==> src/core/ifeb_pkg.sv <==
package ifeb_pkg;

    // ****************************************************************
    // Register map (byte addresses on the 32-bit register bus)
    // ****************************************************************
    localparam logic [7:0] OFS_GROUP_CTRL = 8'h00; // Group pending and group enables
    localparam logic [7:0] OFS_TBPIN = 8'h04; // timebase_extpin_irq_ctrl
    localparam logic [7:0] OFS_SERUART = 8'h08; // serial_uart_irq_ctrl
    localparam logic [7:0] OFS_PTIMER = 8'h0c; // periodic_timer_group_irq
    localparam logic [7:0] OFS_VOLTSTM = 8'h10; // voltage_eeprom_stdtimer_group_irq
    localparam logic [7:0] OFS_ATIMER = 8'h14; // audio_timer_group_irq
    localparam logic [7:0] OFS_PIN23 = 8'h18; // extpin_pair_group_irq
    localparam logic [7:0] OFS_GLOBAL = 8'h1c; // global_irq_enable

    // ****************************************************************
    // Register indices inside the bank
    // ****************************************************************
    localparam int unsigned NUM_REGS = 8;
    localparam logic [2:0] IDX_GROUP_CTRL = 3'h0;
    localparam logic [2:0] IDX_TBPIN = 3'h1;
    localparam logic [2:0] IDX_SERUART = 3'h2;
    localparam logic [2:0] IDX_PTIMER = 3'h3;
    localparam logic [2:0] IDX_VOLTSTM = 3'h4;
    localparam logic [2:0] IDX_ATIMER = 3'h5;
    localparam logic [2:0] IDX_PIN23 = 3'h6;
    localparam logic [2:0] IDX_GLOBAL = 3'h7;
    localparam int unsigned NUM_GROUPS = 4;

    // ****************************************************************
    // Field layout: flags in the high nibble, enables in the low nibble
    // ****************************************************************
    localparam int unsigned FLAG_LSB = 4;
    localparam int unsigned ENA_LSB = 0;
    localparam int unsigned NIB_W = 4;
    localparam int unsigned GLOBAL_BIT = 0;
    localparam int unsigned PIN4_FLAG_BIT = 6;
    localparam int unsigned PIN5_FLAG_BIT = 7;

    // Implemented bits per register; the rest read as zero
    localparam logic [7:0] MASK_FULL = 8'hff;
    localparam logic [7:0] MASK_SERUART = 8'h77;
    localparam logic [7:0] MASK_ATIMER = 8'h77;
    localparam logic [7:0] MASK_PIN23 = 8'h33;
    localparam logic [7:0] MASK_GLOBAL = 8'h01;
    localparam logic [7:0] REG_RESET = 8'h00;

    // ****************************************************************
    // Service request numbering (index into the active request vector)
    // ****************************************************************
    localparam int unsigned NUM_REQ = 12;
    localparam logic [3:0] SVC_GROUP_LAST = 4'h3; // 0..3 are groups 0..3
    localparam logic [3:0] SVC_PIN4 = 4'h6;
    localparam logic [3:0] SVC_PIN5 = 4'h7;

    // ****************************************************************
    // Bus answers
    // ****************************************************************
    localparam logic [1:0] RESP_OKAY = 2'h0;
    localparam logic [1:0] RESP_SLVERR = 2'h2;

endpackage

==> src/core/ifeb_flag_bank.sv <==
// Summary of operation
// - Group 1 and 0 enables at bits 1,0
// - Bank two: pin5 flag bit7, pin4 bit6
// - Bank two: timebase1 flag bit5, timebase0 bit4
// - Bank three flags: serial 6, uart1 5, uart0 4
// - Unimplemented bits always read zero
// - Flag reads one from its event until cleared, enabled or not
// - Enables gate sources; all bits RW, reset zero
// - Periodic group flags bits 7-4
// - Group source flags cleared only by software
// - Voltage/eeprom/stdtimer group flags bits 7-4
// - Voltage/eeprom/stdtimer group enables bits 3-0
// - Audio timer flags bits 6-4
// - Audio timer enables bits 2-0
// - Pin3 flag bit5, pin2 flag bit4
// - Pin3 enable bit1, pin2 enable bit0
// - Group pending sets when an enabled source flag sets
// - Disabled flag raises no request, stays recorded
// - Global enable low blocks every request
// - Pin4 and pin5 flags clear on service
`timescale 1ns/1ps
`default_nettype none

module ifeb_flag_bank
    import ifeb_pkg::*;
#(
    parameter int unsigned ADDR_W = 8 // Register bus address width
)
(
    input wire logic aclk,
    input wire logic aresetn,
    // AXI4-Lite write address channel
    input wire logic [ADDR_W-1:0] s_axi_awaddr,
    input wire logic s_axi_awvalid,
    output logic s_axi_awready,
    // AXI4-Lite write data channel
    input wire logic [31:0] s_axi_wdata,
    input wire logic [3:0] s_axi_wstrb,
    input wire logic s_axi_wvalid,
    output logic s_axi_wready,
    // AXI4-Lite write response channel
    output logic [1:0] s_axi_bresp,
    output logic s_axi_bvalid,
    input wire logic s_axi_bready,
    // AXI4-Lite read address channel
    input wire logic [ADDR_W-1:0] s_axi_araddr,
    input wire logic s_axi_arvalid,
    output logic s_axi_arready,
    // AXI4-Lite read data channel
    output logic [31:0] s_axi_rdata,
    output logic [1:0] s_axi_rresp,
    output logic s_axi_rvalid,
    input wire logic s_axi_rready,
    // Event pulses: bit0 tb0, bit1 tb1, bit2 pin4, bit3 pin5
    input wire logic [3:0] ev_timebase_pin,
    // Event pulses: bit0 uart0, bit1 uart1, bit2 serial interface
    input wire logic [2:0] ev_serial_uart,
    // Event pulses: bit0 t0 cmp P, bit1 t0 cmp A, bit2 t1 cmp P, bit3 t1 cmp A
    input wire logic [3:0] ev_ptimer,
    // Event pulses: bit0 stm cmp P, bit1 stm cmp A, bit2 eeprom, bit3 low volt
    input wire logic [3:0] ev_volt_stm,
    // Event pulses: bit0 cmp P, bit1 cmp A, bit2 cmp B
    input wire logic [2:0] ev_atimer,
    // Event pulses: bit0 pin2, bit1 pin3
    input wire logic [1:0] ev_pin23,
    // Core acknowledges service of one request
    input wire logic svc_ack,
    input wire logic [3:0] svc_index,
    // Requests to the core
    output logic [NUM_REQ-1:0] irq_active,
    output logic irq_request
);
    import ifeb_pkg::*;
    // ****************************************************************
    // Helper functions
    // ****************************************************************
    // Address decode, shared by the read and write paths
    function automatic logic [3:0] decode_addr(input logic [ADDR_W-1:0] addr);
        logic [7:0] a;
        a = 8'(addr);
        unique case (a)
            OFS_GROUP_CTRL: decode_addr = {1'b1, IDX_GROUP_CTRL};
            OFS_TBPIN: decode_addr = {1'b1, IDX_TBPIN};
            OFS_SERUART: decode_addr = {1'b1, IDX_SERUART};
            OFS_PTIMER: decode_addr = {1'b1, IDX_PTIMER};
            OFS_VOLTSTM: decode_addr = {1'b1, IDX_VOLTSTM};
            OFS_ATIMER: decode_addr = {1'b1, IDX_ATIMER};
            OFS_PIN23: decode_addr = {1'b1, IDX_PIN23};
            OFS_GLOBAL: decode_addr = {1'b1, IDX_GLOBAL};
            default: decode_addr = 4'h0;
        endcase
    endfunction

    // Next value of one register: write, then service clear, then set
    function automatic logic [7:0] next_value(
        input logic [7:0] cur,
        input logic wr,
        input logic [7:0] wval,
        input logic [7:0] mask,
        input logic [7:0] clr,
        input logic [7:0] set
    );
        logic [7:0] v;
        v = wr ? wval : cur;
        v = v & ~clr;
        // Set applied last so a same-cycle event is never lost
        v = v | set;
        next_value = v & mask;
    endfunction

    // ****************************************************************
    // Bus handshake state
    // ****************************************************************
    logic aw_full_q; // Write address held
    logic w_full_q; // Write data held
    logic [ADDR_W-1:0] aw_addr_q; // Held write address
    logic [7:0] w_data_q; // Held low byte of write data
    logic w_lane_q; // Byte lane 0 strobe of held data
    logic bvalid_q; // Write answer pending
    logic [1:0] bresp_q; // Write answer code
    logic rvalid_q; // Read answer pending
    logic [1:0] rresp_q; // Read answer code
    logic [31:0] rdata_q; // Read data
    logic wr_go; // Both halves of a write present
    logic [3:0] wr_dec; // Decoded write target
    logic [3:0] rd_dec; // Decoded read target

    // Register bank
    logic [7:0] regs_q [NUM_REGS]; // Stored bytes
    logic [7:0] regs_d [NUM_REGS]; // Next bytes
    logic [7:0] mask_v [NUM_REGS]; // Implemented bits
    logic [7:0] set_v [NUM_REGS]; // Hardware set terms
    logic [7:0] clr_v [NUM_REGS]; // Service clear terms
    logic [NUM_GROUPS-1:0] grp_set; // Group pending set terms
    logic global_en; // Global enable bit

    // Address takes and data takes are independent; a new one waits for the answer
    assign s_axi_awready = !aw_full_q && !bvalid_q;
    assign s_axi_wready = !w_full_q && !bvalid_q;
    assign s_axi_arready = !rvalid_q;
    assign s_axi_bvalid = bvalid_q;
    assign s_axi_bresp = bresp_q;
    assign s_axi_rvalid = rvalid_q;
    assign s_axi_rresp = rresp_q;
    assign s_axi_rdata = rdata_q;
    assign wr_go = aw_full_q && w_full_q && !bvalid_q;
    assign wr_dec = decode_addr(aw_addr_q);
    assign rd_dec = decode_addr(s_axi_araddr);

    // ****************************************************************
    // Write channel capture
    // ****************************************************************
    // Hold the write address until the write is done
    always_ff @(posedge aclk)
    begin
        if (!aresetn)
        begin
            aw_full_q <= 1'b0;
            aw_addr_q <= '0;
        end
        else if (s_axi_awvalid && s_axi_awready)
        begin
            aw_full_q <= 1'b1;
            aw_addr_q <= s_axi_awaddr;
        end
        else if (wr_go)
        begin
            aw_full_q <= 1'b0;
        end
    end

    // Hold the write data; only the low byte carries register bits
    always_ff @(posedge aclk)
    begin
        if (!aresetn)
        begin
            w_full_q <= 1'b0;
            w_data_q <= 8'h00;
            w_lane_q <= 1'b0;
        end
        else if (s_axi_wvalid && s_axi_wready)
        begin
            w_full_q <= 1'b1;
            w_data_q <= s_axi_wdata[7:0];
            w_lane_q <= s_axi_wstrb[0];
        end
        else if (wr_go)
        begin
            w_full_q <= 1'b0;
        end
    end

    // Write answer: unmapped address gets an error, no register changes
    always_ff @(posedge aclk)
    begin
        if (!aresetn)
        begin
            bvalid_q <= 1'b0;
            bresp_q <= RESP_OKAY;
        end
        else if (wr_go)
        begin
            bvalid_q <= 1'b1;
            bresp_q <= wr_dec[3] ? RESP_OKAY : RESP_SLVERR;
        end
        else if (s_axi_bready)
        begin
            bvalid_q <= 1'b0;
        end
    end

    // ****************************************************************
    // Read channel
    // ****************************************************************
    // Reads have no side effect; flags are cleared by writing zero, and group pending and pin4/pin5 also by service
    always_ff @(posedge aclk)
    begin
        if (!aresetn)
        begin
            rvalid_q <= 1'b0;
            rresp_q <= RESP_OKAY;
            rdata_q <= 32'h0000_0000;
        end
        else if (s_axi_arvalid && s_axi_arready)
        begin
            rvalid_q <= 1'b1;
            // Unmapped reads return zero with an error
            rresp_q <= rd_dec[3] ? RESP_OKAY : RESP_SLVERR;
            rdata_q <= rd_dec[3] ? {24'h00_0000, regs_q[rd_dec[2:0]]} : 32'h0000_0000;
        end
        else if (s_axi_rready)
        begin
            rvalid_q <= 1'b0;
        end
    end

    // ****************************************************************
    // Hardware set and clear terms
    // ****************************************************************
    // Events land in the flag nibble of their register
    always_comb
    begin
        set_v[IDX_GROUP_CTRL] = {grp_set, 4'h0};
        set_v[IDX_TBPIN] = {ev_timebase_pin, 4'h0};
        set_v[IDX_SERUART] = {1'b0, ev_serial_uart, 4'h0};
        set_v[IDX_PTIMER] = {ev_ptimer, 4'h0};
        set_v[IDX_VOLTSTM] = {ev_volt_stm, 4'h0};
        set_v[IDX_ATIMER] = {1'b0, ev_atimer, 4'h0};
        set_v[IDX_PIN23] = {2'h0, ev_pin23, 4'h0};
        set_v[IDX_GLOBAL] = 8'h00;
    end

    // Implemented bits; unused bits never store anything
    always_comb
    begin
        mask_v[IDX_GROUP_CTRL] = MASK_FULL;
        mask_v[IDX_TBPIN] = MASK_FULL;
        mask_v[IDX_SERUART] = MASK_SERUART;
        mask_v[IDX_PTIMER] = MASK_FULL;
        mask_v[IDX_VOLTSTM] = MASK_FULL;
        mask_v[IDX_ATIMER] = MASK_ATIMER;
        mask_v[IDX_PIN23] = MASK_PIN23;
        mask_v[IDX_GLOBAL] = MASK_GLOBAL;
    end

    // Service clears group pending, pin4/pin5 and global enable; source flags are left alone
    always_comb
    begin
        clr_v = '{default: 8'h00};
        if (svc_ack)
        begin
            clr_v[IDX_GLOBAL][GLOBAL_BIT] = 1'b1;
            if (svc_index <= SVC_GROUP_LAST)
            begin
                clr_v[IDX_GROUP_CTRL][FLAG_LSB + int'(svc_index[1:0])] = 1'b1;
            end
            if (svc_index == SVC_PIN4)
            begin
                clr_v[IDX_TBPIN][PIN4_FLAG_BIT] = 1'b1;
            end
            if (svc_index == SVC_PIN5)
            begin
                clr_v[IDX_TBPIN][PIN5_FLAG_BIT] = 1'b1;
            end
        end
    end

    // ****************************************************************
    // Register bank storage
    // ****************************************************************
    generate
        for (genvar r = 0; r < NUM_REGS; r++)
        begin : g_reg
            // Byte lane 0 gates the software write
            assign regs_d[r] = next_value(regs_q[r], wr_go && wr_dec[3] && w_lane_q &&
                                          (wr_dec[2:0] == 3'(r)), w_data_q, mask_v[r], clr_v[r], set_v[r]);

            // All bits clear at reset, then follow the next value
            always_ff @(posedge aclk)
            begin
                if (!aresetn)
                begin
                    regs_q[r] <= REG_RESET;
                end
                else
                begin
                    regs_q[r] <= regs_d[r];
                end
            end
        end

        // Group g fed by bank IDX_PTIMER+g; an enabled flag rising, even by a write, sets it
        for (genvar g = 0; g < NUM_GROUPS; g++)
        begin : g_grp
            assign grp_set[g] = |(regs_d[int'(IDX_PTIMER) + g][FLAG_LSB +: NIB_W] &
                                  ~regs_q[int'(IDX_PTIMER) + g][FLAG_LSB +: NIB_W] &
                                  regs_q[int'(IDX_PTIMER) + g][ENA_LSB +: NIB_W]);
        end
    endgenerate

    // ****************************************************************
    // Request outputs
    // ****************************************************************
    assign global_en = regs_q[IDX_GLOBAL][GLOBAL_BIT];

    // A flag stays recorded but raises nothing while its enable is low
    always_comb
    begin
        irq_active = '0;
        if (global_en)
        begin
            irq_active[3:0] = regs_q[IDX_GROUP_CTRL][FLAG_LSB +: NIB_W] &
                              regs_q[IDX_GROUP_CTRL][ENA_LSB +: NIB_W];
            irq_active[7:4] = regs_q[IDX_TBPIN][FLAG_LSB +: NIB_W] &
                              regs_q[IDX_TBPIN][ENA_LSB +: NIB_W];
            irq_active[11:8] = regs_q[IDX_SERUART][FLAG_LSB +: NIB_W] &
                               regs_q[IDX_SERUART][ENA_LSB +: NIB_W];
        end
    end

    assign irq_request = |irq_active;
endmodule

`default_nettype wire

==> config.mk <==
export PLATFORM = sky130hd
export DESIGN_NAME = ifeb_flag_bank
export DESIGN_NICKNAME = d
export VERILOG_FILES = /design/src/core/ifeb_pkg.sv /design/src/core/ifeb_flag_bank.sv
export SDC_FILE = /design/constraint.sdc
export NUM_CORES = 1
export LEC_CHECK = 0
export BUFFER_PORTS_ARGS = -buffer_cell sky130_fd_sc_hd__buf_2
export CAP_MARGIN = 15
export CORE_ASPECT_RATIO = 1.4
export CORE_MARGIN = 2
export CORE_UTILIZATION = 46
export DETAILED_ROUTE_END_ITERATION = 10
export GPL_TIMING_DRIVEN = 0
export PLACE_DENSITY_LB_ADDON = 0.25
export SLEW_MARGIN = 20
export SYNTH_ARGS = -nofsm -noshare
export SYNTH_HDL_FRONTEND = slang
export SYNTH_SLANG_ARGS = --single-unit
==> constraint.sdc <==
create_clock -name aclk -period 2.3 [get_ports aclk]
set_input_delay 0.345 -clock aclk [delete_from_list [all_inputs] [get_ports aclk]]
set_output_delay 0.345 -clock aclk [all_outputs]
set_load 0.01 [all_outputs]
==> flow_metrics.py, run 1 <==
metrics = {
    "die": {
        "design.die.area_um2": 10200,
        "dieWidth_um": 86.0,
        "die_h_um": 119,
        "rows": 41,
        "pin_count": 138,
        "fp.coreArea_um2": 9080,
        "start_util_pct": 47.7,
    },
    "grt": {
        "busiest_layer": "met2",
        "grt_pass1_vias": 3881,
        "use_met3_pct": 4.02,
        "use_met2_pct": 43.0,
        "grt_max_degree": 14,
        "grtUsageTotal_pct": 25.5,
        "overflow": 0,
        "antenna_found_initial": 0,
        "globalRouteMet1Util_pct": 29.5,
        "grt_pass1_wl_um": 20000,
    },
    "placement": {
        "place.port_buffers": 82,
        "hpwl_um": 9760,
        "routabilityCongestion": 0.890,
        "dpl_cell_area_um2": 4970,
    },
    "drt": {
        "ant_nets": 0,
        "avgRoutedWirePerCell_um": 17.7,
        "drtIter0Drc": 323,
        "routed_wl_um": 12800,
        "drc": 0,
        "viasPerCell": 5.66,
        "vias": 4106,
        "first_pass_iters": 6,
    },
    "sta": {
        "period_needed_ns": 2.21,
        "rsz0062_at_grt": "false",
        "slew_viol_final": 0,
        "hold_viol": 0,
        "tns_ns": 0,
        "finalSetupViolations": 0,
        "worst_clock_skew_ns": 0.0103,
        "fmax_mhz": 452,
        "fin_crit_sh_pct": 96.1,
        "relSlewSlack_pct": 46.1,
        "tightest_slew_ns": 0.802,
    },
    "worst_setup_path": {
        "worstSetupPathType": "reg2reg",
        "rr_worst_depth": 5,
        "path_depth": 5,
        "cp-start-kind": "flop",
        "cpPeakStageDelay_ns": 0.65,
        "path_max_fanout": 9,
        "end_kind": "flop",
        "reg2reg_from": "aw_addr_q[7]$_SDFFE_PN0P_",
        "cpMaxStageDelayCell": "nor4_4",
        "critPathArrivalTime_ns": 2.48,
        "cpLargestDelayFamily": "simple AND/OR/NAND/NOR gates",
        "required_ns": 2.57,
        "timing.critical_path.buf_inv": 1,
        "crit_start": "aw_addr_q[7]$_SDFFE_PN0P_",
        "crit_chain": "or4b_1 > buf_6 > nor4_4 > a21oi_1 > a31oi_1",
    },
    "synthesis": {
        "synthFlopType": "dfxtp_1",
        "synth_top_area_share_pct": 38.8,
        "synth-edff-count": 0,
        "synth_area_um2": 4330,
        "synth-seq-area-share_pct": 38.8,
        "synth_seq_cells": 84,
        "synth_warnings": 0,
        "synth_top_area_cell": "dfxtp_1",
        "yosys-top-cells-area": "dfxtp_1 (39%), mux2i_1 (12%), buf_4 (4.7%), nor2_1 (4.7%), nand3b_1 (4.2%)",
        "syn_avg_cell_area_um2": 8.90,
        "synth-async-reset-ratio_pct": 0,
        "ys_types": 52,
        "synthCells": 487,
    },
    "power_and_ir_drop": {
        "combinationalPowerShare_pct": 11.9,
        "power.internal_uw": 2670,
        "ir_drop_uv": 438,
        "p_per_area_nw_per_um2": 663,
        "power_uw": 3550,
        "swShare_pct": 24.9,
        "p_sw_uw": 883,
        "cellLeakagePower_uw": 0.00223,
        "seqPwrFrac_pct": 44.2,
        "clockPowerShare_pct": 43.9,
    },
    "clock_network": {
        "tritoncts": "built",
        "cts.path.max_buffers": 2,
        "cts-root-buf": "clkbuf_16",
        "cts.sinks": 84,
        "cts_buffers": 9,
        "path_clk_slew_ns": 0.07,
        "htreeDepth": 3,
        "insertion_delay_ns": 0.34,
    },
    "run": {
        "drv_cap": 0,
    },
    "cells_and_area": {
        "drive_gt1_share_pct": 25.1,
        "antenna-diode-count": 0,
        "syn_to_final_growth_pct": 23.7,
        "nNetsFinal": 697,
        "final_area_um2": 5360,
    },
    "min_path": {
        "hp-start": "svc_ack",
        "hp-class": "in2reg",
        "whs_path_depth": 2,
    },
    "run_status": {
        "status": "finished, final reports clean",
    },
}
## worst reg2reg max path: stages, from the launching register on
cell and delay (ns):
dfxtp_1 0.31, or4b_1 0.53, buf_6 0.17, nor4_4 0.65, a21oi_1 0.28, a31oi_1 0.21
## stage by stage
stage / worst slack [ns] / utilization, % / instances / hold slack, ns
floorplan: 0.123 / - / 513 / 0.424
global placement: -0.192 / 54.8 / 702 / 0.436
detailed placement: -0.221 / 54.8 / 702 / 0.449
CTS: 0.0187 / 58.8 / 723 / 0.208
global route: 0.0196 / 59.0 / 725 / 0.218
finish: 0.0889 / 59.0 / 725 / 0.210
## flip-flops by register name (all words and copies together), names as in the netlist, 8 cells and up, named ones only
signal	flops
aw_addr_q	8
s_axi_rdata	8
w_data_q	8
regs_q	49
## synthesized netlist by cell type (all sizes together), types with 3 or more instances
cell     count
a2111oi      7
a211oi       8
a21oi       28
a221oi       3
a31oi        9
and2         4
and3        12
buf         33
clkbuf      20
dfxtp       84
inv         19
mux2         9
mux2i       50
nand2       31
nand2b       7
nand3        4
nand3b      24
nand4        4
nor2        54
nor2b        3
nor3         8
nor4        11
o21a         5
o21ai       10
o311a        3
o31ai        6
or2          3
## what timing repair did
| item | 4_1_cts | 5_1_grt |
|---|---|---|
| cloned | 0 | 0 |
| hold buffers | 0 | 0 |
| gates resized for setup | 1 | 1 |
| hold endpoints to repair | 0 | 0 |
| setup buffers | 5 | 2 |
| setup endpoints to repair | 14 | 18 |
| pin swaps | 3 | 0 |
## power by group through the flow
stage                     Sequential, uW  Clock, uW  Combinational (uW)
after floorplan                     1580          0                 283
after global placement              1600          0                 407
after detailed placement            1600          0                 417
after CTS                           1570       1570                 421
after global routing                1580       1620                 463
final                               1570       1560                 423
## routing by layer
metal / vias to the layer above / part of all wire, %
met3: 50 / 6.7
met2: 190 / 49
met1: 1907 / 39
met5: - / 0
met4: 0 / 4.8
li1: 1959 / -
## cells in the final DEF, fill, tap and decap left out, types with 21 or more instances in the layout
cell	synthesis	routed
buf_2	2	84
dfxtp_1	84	84
nor2_1	54	54
mux2i_1	50	50
buf_4	27	34
nand2_1	31	31
a21oi_1	28	28
conb_1	1	27
nand3b_1	24	24
clkbuf_1	20	21
## area by class of cell
| cell class | count | area (um2) |
|---|---|---|
| Sequential cell | 84 | 1680 |
| Clock buffer | 11 | 243 |
| Tap cell | 107 | 134 |
| Multi-Input combinational cell | 355 | 2370 |
| Fill cell | 800 | 3720 |
| Inverter | 21 | 78.8 |
| Timing Repair Buffer | 89 | 463 |
| Buffer | 53 | 310 |
| Clock inverter | 5 | 75.1 |
## path summary, 6_finish.rpt
check                                              endpoint  slack [ns]
worst max register to register      regs_q[0][6]$_SDFF_PN0_        0.09
worst min register to register  s_axi_rdata[3]$_SDFFE_PN0P_        0.46
worst max-delay path                regs_q[0][6]$_SDFF_PN0_        0.09
worst min-delay path                   regs_q[7][0]$_DFF_P_        0.21
## logic make-up (layout without fill, tap and decap cells)
group	count (synthesis)	in the layout	share of synthesized area, %
mux	61	61	15.0
buf+inv	74	179	8.98
simple gates	174	174	22.6
compound gates	93	93	14.5
flops	84	84	38.8
other cells	1	27	0.0865
(Power assumes the default switching activity.)
==> run 2: changes to the inputs <==
==> constraint.sdc (replaced) <==
create_clock -name aclk -period 2.3 [get_ports aclk]
set_input_delay 0.46 -clock aclk [delete_from_list [all_inputs] [get_ports aclk]]
set_output_delay 0.46 -clock aclk [all_outputs]
set_load 0.01 [all_outputs]
==> run 2 against run 1 <==
Critical endpoint unchanged. Final cell count down 0.14%. Hold slack gained 0.12 ns. Wire length down 0.67%.
==> flow_metrics.py, run 2 (synthesis gave the netlist of run 1 again) <==
metrics = {
    "clock_network": {
        "tritoncts": "built",
        "cts_buffers": 9,
        "cts-root-buf": "clkbuf_16",
        "cts.path.max_buffers": 2,
        "insertion_delay_ns": 0.34,
        "path_clk_slew_ns": 0.07,
        "cts.sinks": 84,
        "htreeDepth": 3,
        "holdBufCountCts": 0,
    },
    "worst_setup_path": {
        "critPathArrivalTime_ns": 2.47,
        "cpPeakStageDelay_ns": 0.63,
        "crit_chain": "or4b_1 > buf_6 > nor4_4 > a21oi_1 > a31oi_1",
        "cp-start-kind": "flop",
        "cpLargestDelayFamily": "simple AND/OR/NAND/NOR gates",
        "path_max_fanout": 9,
        "required_ns": 2.57,
        "cpMaxStageDelayCell": "nor4_4",
        "timing.critical_path.buf_inv": 1,
        "worstSetupPathType": "reg2reg",
        "end_kind": "flop",
    },
    "grt": {
        "grtUsageTotal_pct": 25.5,
        "grt_max_degree": 14,
        "overflow": 0,
        "antenna_found_initial": 0,
        "grt_pass1_vias": 3869,
        "grt_pass1_wl_um": 20000,
    },
    "drt": {
        "ant_nets": 0,
        "vias": 4080,
        "viasPerCell": 5.64,
        "first_pass_iters": 5,
        "routed_wl_um": 12800,
        "drc": 0,
        "avgRoutedWirePerCell_um": 17.6,
        "drtIter0Drc": 298,
    },
    "placement": {
        "place.port_buffers": 82,
        "dpl_cell_area_um2": 4970,
        "dp_cells": 702,
        "hpwl_um": 9760,
        "routabilityCongestion": 0.890,
        "place_ws_ns": -0.221,
    },
    "power_and_ir_drop": {
        "p_per_area_nw_per_um2": 663,
        "cellLeakagePower_uw": 0.00223,
        "power_uw": 3550,
        "ir_drop_uv": 438,
    },
    "cells_and_area": {
        "drive_gt1_share_pct": 25.1,
        "fillers": 804,
        "largest_reg_flops": 49,
        "syn_to_final_growth_pct": 23.6,
        "antenna-diode-count": 0,
        "nNetsFinal": 696,
        "final_area_um2": 5360,
        "layout_common_cells": "buf_2 (84), dfxtp_1 (84), nor2_1 (54), mux2i_1 (50), buf_4 (34)",
        "multi_input_area_um2": 2370,
        "instances_no_fill": 724,
        "largest-register": "regs_q",
        "register_area_um2": 1680,
    },
    "sta": {
        "relSlewSlack_pct": 43.8,
        "worst_clock_skew_ns": 0.0110,
        "tns_ns": 0,
        "fin_crit_sh_pct": 95.7,
        "fmax_mhz": 454,
        "slew_viol_final": 0,
        "tightest_slew_ns": 0.836,
        "rsz0062_at_grt": "false",
        "setup_slack_ns": 0.0985,
        "period_needed_ns": 2.20,
        "hold_viol": 0,
        "finalSetupViolations": 0,
    },
    "die": {
        "die_h_um": 119,
        "fp.coreArea_um2": 9080,
        "pin_count": 138,
        "rows": 41,
        "dieWidth_um": 86.0,
        "start_util_pct": 47.7,
        "design.die.area_um2": 10200,
    },
    "min_path": {
        "hp-class": "in2reg",
    },
    "run_status": {
        "status": "finished, final reports clean",
    },
    "run": {
        "drv_cap": 0,
    },
}
-- run 2: cell type report --
class	instances	share of cell area, %
repair buffers	89	8.64
multi-input cells	355	44.3
plain buffers	52	5.72
well taps	107	2.50
clock inverters	5	1.40
flip-flops and latches	84	31.4
clock buffers	11	4.53
inverters	21	1.47
-- run 2: final timing paths --
| path | to | from | slack (ns) | depth (start not counted) |
|---|---|---|---|---|
| worst max-delay path | regs_q[0][6]$_SDFF_PN0_ | aw_addr_q[7]$_SDFFE_PN0P_ | 0.1 | 5 |
| worst min-delay path | regs_q[7][0]$_DFF_P_ | svc_ack | 0.33 | 2 |
| worst min register to register | s_axi_rdata[3]$_SDFFE_PN0P_ | s_axi_rdata[3]$_SDFFE_PN0P_ | 0.46 | 2 |
| worst max register to register | regs_q[0][6]$_SDFF_PN0_ | aw_addr_q[7]$_SDFFE_PN0P_ | 0.1 | 5 |
-- run 2: what timing repair did --
action | in CTS | in global routing
resized for setup | 2 | 0
setup endpoints to repair | 14 | 18
hold endpoints to repair | 0 | 0
setup buffers | 5 | 2
pin swaps | 3 | 0
-- run 2: layer usage --
metal | track usage [%] | vias to the layer above | routed length, um
met1 | 29.4 | 1897 | 5090
met5 | 0 | - | 0
met3 | 4.16 | 42 | 773
li1 | - | 1966 | -
met2 | 43.0 | 175 | 6270
met4 | 16.0 | 0 | 622
-- run 2: where the power goes --
part	internal, uW	switching, uW
combinational	180	243
clock	975	581
sequential	1510	55.8
-- run 2: per-stage QoR --
stage / utilization, % / hold WS [ns]
CTS: 58.9 / 0.323
detailed placement: 54.8 / 0.449
floorplan: - / 0.437
finish: 59.0 / 0.326
global route: 59.0 / 0.333
global placement: 54.8 / 0.436
==> run 3: changes to the inputs <==
--- a/config.mk
+++ b/config.mk
@@ -8,7 +8,7 @@
 export BUFFER_PORTS_ARGS = -buffer_cell sky130_fd_sc_hd__buf_2
 export CAP_MARGIN = 15
 export CORE_ASPECT_RATIO = 1.4
-export CORE_MARGIN = 2
+export CORE_MARGIN = 5
 export CORE_UTILIZATION = 46
 export DETAILED_ROUTE_END_ITERATION = 10
 export GPL_TIMING_DRIVEN = 0
==> run 3 against run 2 <==
Clock skew down 0.0036 ns. Worst setup slack worse by 0.077 ns. Critical path depth up 1. Flip-flop and latch count unchanged. Sequential share of layout area down 0.088 points. Non-clock buffer count up 2. Cell area up 0.28%. Via count up 0.91%. Combinational power up 2%. Sequential power about the same. Clock power down 5%. Highest routed layer unchanged.
==> flow_metrics.py, run 3 (synthesis gave the netlist of run 1 again) <==
metrics = {
    "cells_and_area": {
        "layout_common_cells": "dfxtp_1 (84), buf_2 (83), nor2_1 (54), mux2i_1 (49), buf_4 (36)",
        "syn_to_final_growth_pct": 24.0,
        "layout_commonest_cell": "dfxtp_1",
        "drive_gt1_share_pct": 25.5,
        "largest_reg_flops": 49,
        "largest-register": "regs_q",
        "antenna-diode-count": 0,
        "finish.utilization_pct": 57.4,
        "instances_no_fill": 729,
        "nNetsFinal": 698,
    },
    "die": {
        "fp.coreArea_um2": 9350,
        "rows": 42,
        "pin_count": 138,
        "dieWidth_um": 92.0,
        "start_util_pct": 46.3,
        "die_h_um": 125,
        "design.die.area_um2": 11500,
    },
    "placement": {
        "hpwl_um": 10100,
        "dp_cells": 705,
        "place.port_buffers": 82,
        "place_ws_ns": -0.398,
        "routabilityCongestion": 0.925,
    },
    "grt": {
        "grtUsageTotal_pct": 22.8,
        "antenna_found_initial": 0,
        "grt_pass1_wl_um": 20400,
        "grt_max_degree": 14,
        "overflow": 0,
        "grt_pass1_vias": 3994,
    },
    "worst_setup_path": {
        "critPathArrivalTime_ns": 2.48,
        "worstSetupPathType": "reg2reg",
        "rr_worst_depth": 6,
        "path_max_fanout": 10,
        "required_ns": 2.50,
        "cp-start-kind": "flop",
        "end_kind": "flop",
        "cpPeakStageDelay_ns": 0.56,
        "crit_chain": "or4b_1 > buf_6 > nor4b_4 > buf_6 > mux2i_2 > o221ai_1",
        "cpMaxStageDelayCell": "or4b_1",
        "crit_top_cell": "buf_6",
    },
    "clock_network": {
        "cts_buffers": 9,
        "tritoncts": "built",
        "cts-root-buf": "clkbuf_16",
        "cts.sinks": 84,
        "path_clk_slew_ns": 0.06,
        "cts.path.max_buffers": 2,
        "insertion_delay_ns": 0.34,
        "htreeDepth": 3,
    },
    "sta": {
        "period_needed_ns": 2.28,
        "hold_viol": 0,
        "finalSetupViolations": 0,
        "tightest_slew_ns": 0.771,
        "fin_crit_sh_pct": 99.1,
        "holdWs_ns": 0.342,
        "relSlewSlack_pct": 48.2,
        "slew_viol_final": 0,
        "fmax_mhz": 439,
        "worst_clock_skew_ns": 0.00741,
        "rsz0062_at_grt": "false",
        "setup_slack_ns": 0.0216,
    },
    "drt": {
        "first_pass_iters": 6,
        "viasPerCell": 5.65,
        "avgRoutedWirePerCell_um": 18.0,
        "vias": 4117,
        "drtIter0Drc": 261,
        "drc": 0,
        "routed_wl_um": 13100,
        "ant_nets": 0,
    },
    "power_and_ir_drop": {
        "p_per_area_nw_per_um2": 647,
        "ir_drop_uv": 455,
        "cellLeakagePower_uw": 0.00223,
    },
    "run": {
        "drv_cap": 0,
    },
    "run_status": {
        "status": "finished, final reports clean",
    },
    "min_path": {
        "hp-class": "in2reg",
        "whs_path_depth": 2,
    },
}
==> run 3: report_power, final <==
| group | leakage [uW] | switching, uW | total (uW) | internal, uW |
|---|---|---|---|---|
| Combinational | 0.00139 | 250 | 431 | 181 |
| Clock | 0.000149 | 580 | 1480 | 897 |
| Sequential | 0.000688 | 54.2 | 1570 | 1510 |
| Total | 0.00223 | 884 | 3480 | 2590 |
==> run 3: timing repair <==
action,4_1_cts,5_1_grt
endpoints found under the setup margin,16,2
gates cloned,0,0
pin swaps,2,0
hold buffers,0,0
setup buffers,9,0
resized for setup,4,1
==> run 3: worst paths after layout <==
path,start,endpoint,slack [ns]
worst max-delay path,aw_addr_q[7]$_SDFFE_PN0P_,regs_q[0][7]$_SDFF_PN0_,0.02
worst min-delay path,ev_volt_stm[2],regs_q[4][6]$_SDFF_PN0_,0.34
worst max register to register,aw_addr_q[7]$_SDFFE_PN0P_,regs_q[0][7]$_SDFF_PN0_,0.02
worst min register to register,s_axi_rdata[3]$_SDFFE_PN0P_,s_axi_rdata[3]$_SDFFE_PN0P_,0.45
==> run 3: layout make-up <==
class                           count  area (um2)
Buffer                             52         313
Clock buffer                       12         256
Clock inverter                      4        47.5
Fill cell                         849        3980
Inverter                           21        78.8
Multi-Input combinational cell    355        2380
Sequential cell                    84        1680
Tap cell                          110         138
Timing Repair Buffer               91         478
==> run 3: stage by stage <==
| stage | cell area (um2) | setup TNS, ns | total power, uW |
|---|---|---|---|
| 4_1_cts | 5370 | 0 | 3480 |
| 3_5_place_dp | 4980 | -2.43 | 2020 |
| 5_1_grt | 5370 | 0 | 3600 |
| 3_3_place_gp | 4980 | -2.20 | 2010 |
| 2_1_floorplan | 4430 | 0 | 1860 |
| 6_report | 5370 | 0 | 3480 |
==> run 3: routing by layer <==
layer | GRT usage [%] | part of all wire [%]
met1 | 25.7 | 38
met2 | 38.4 | 48
met3 | 4.47 | 7.9
met4 | 15.0 | 5.9
met5 | 0 | 0
==> run 3: worst max-delay path: cells and delay by family, from the launching register on <==
kind / cells / cell delay (ns)
and+or+nand+nor: 2 / 0.97
DFF: 1 / 0.31
AOI/OAI and AO/OA: 1 / 0.16
muxes: 1 / 0.29
buffers and inverters: 2 / 0.40
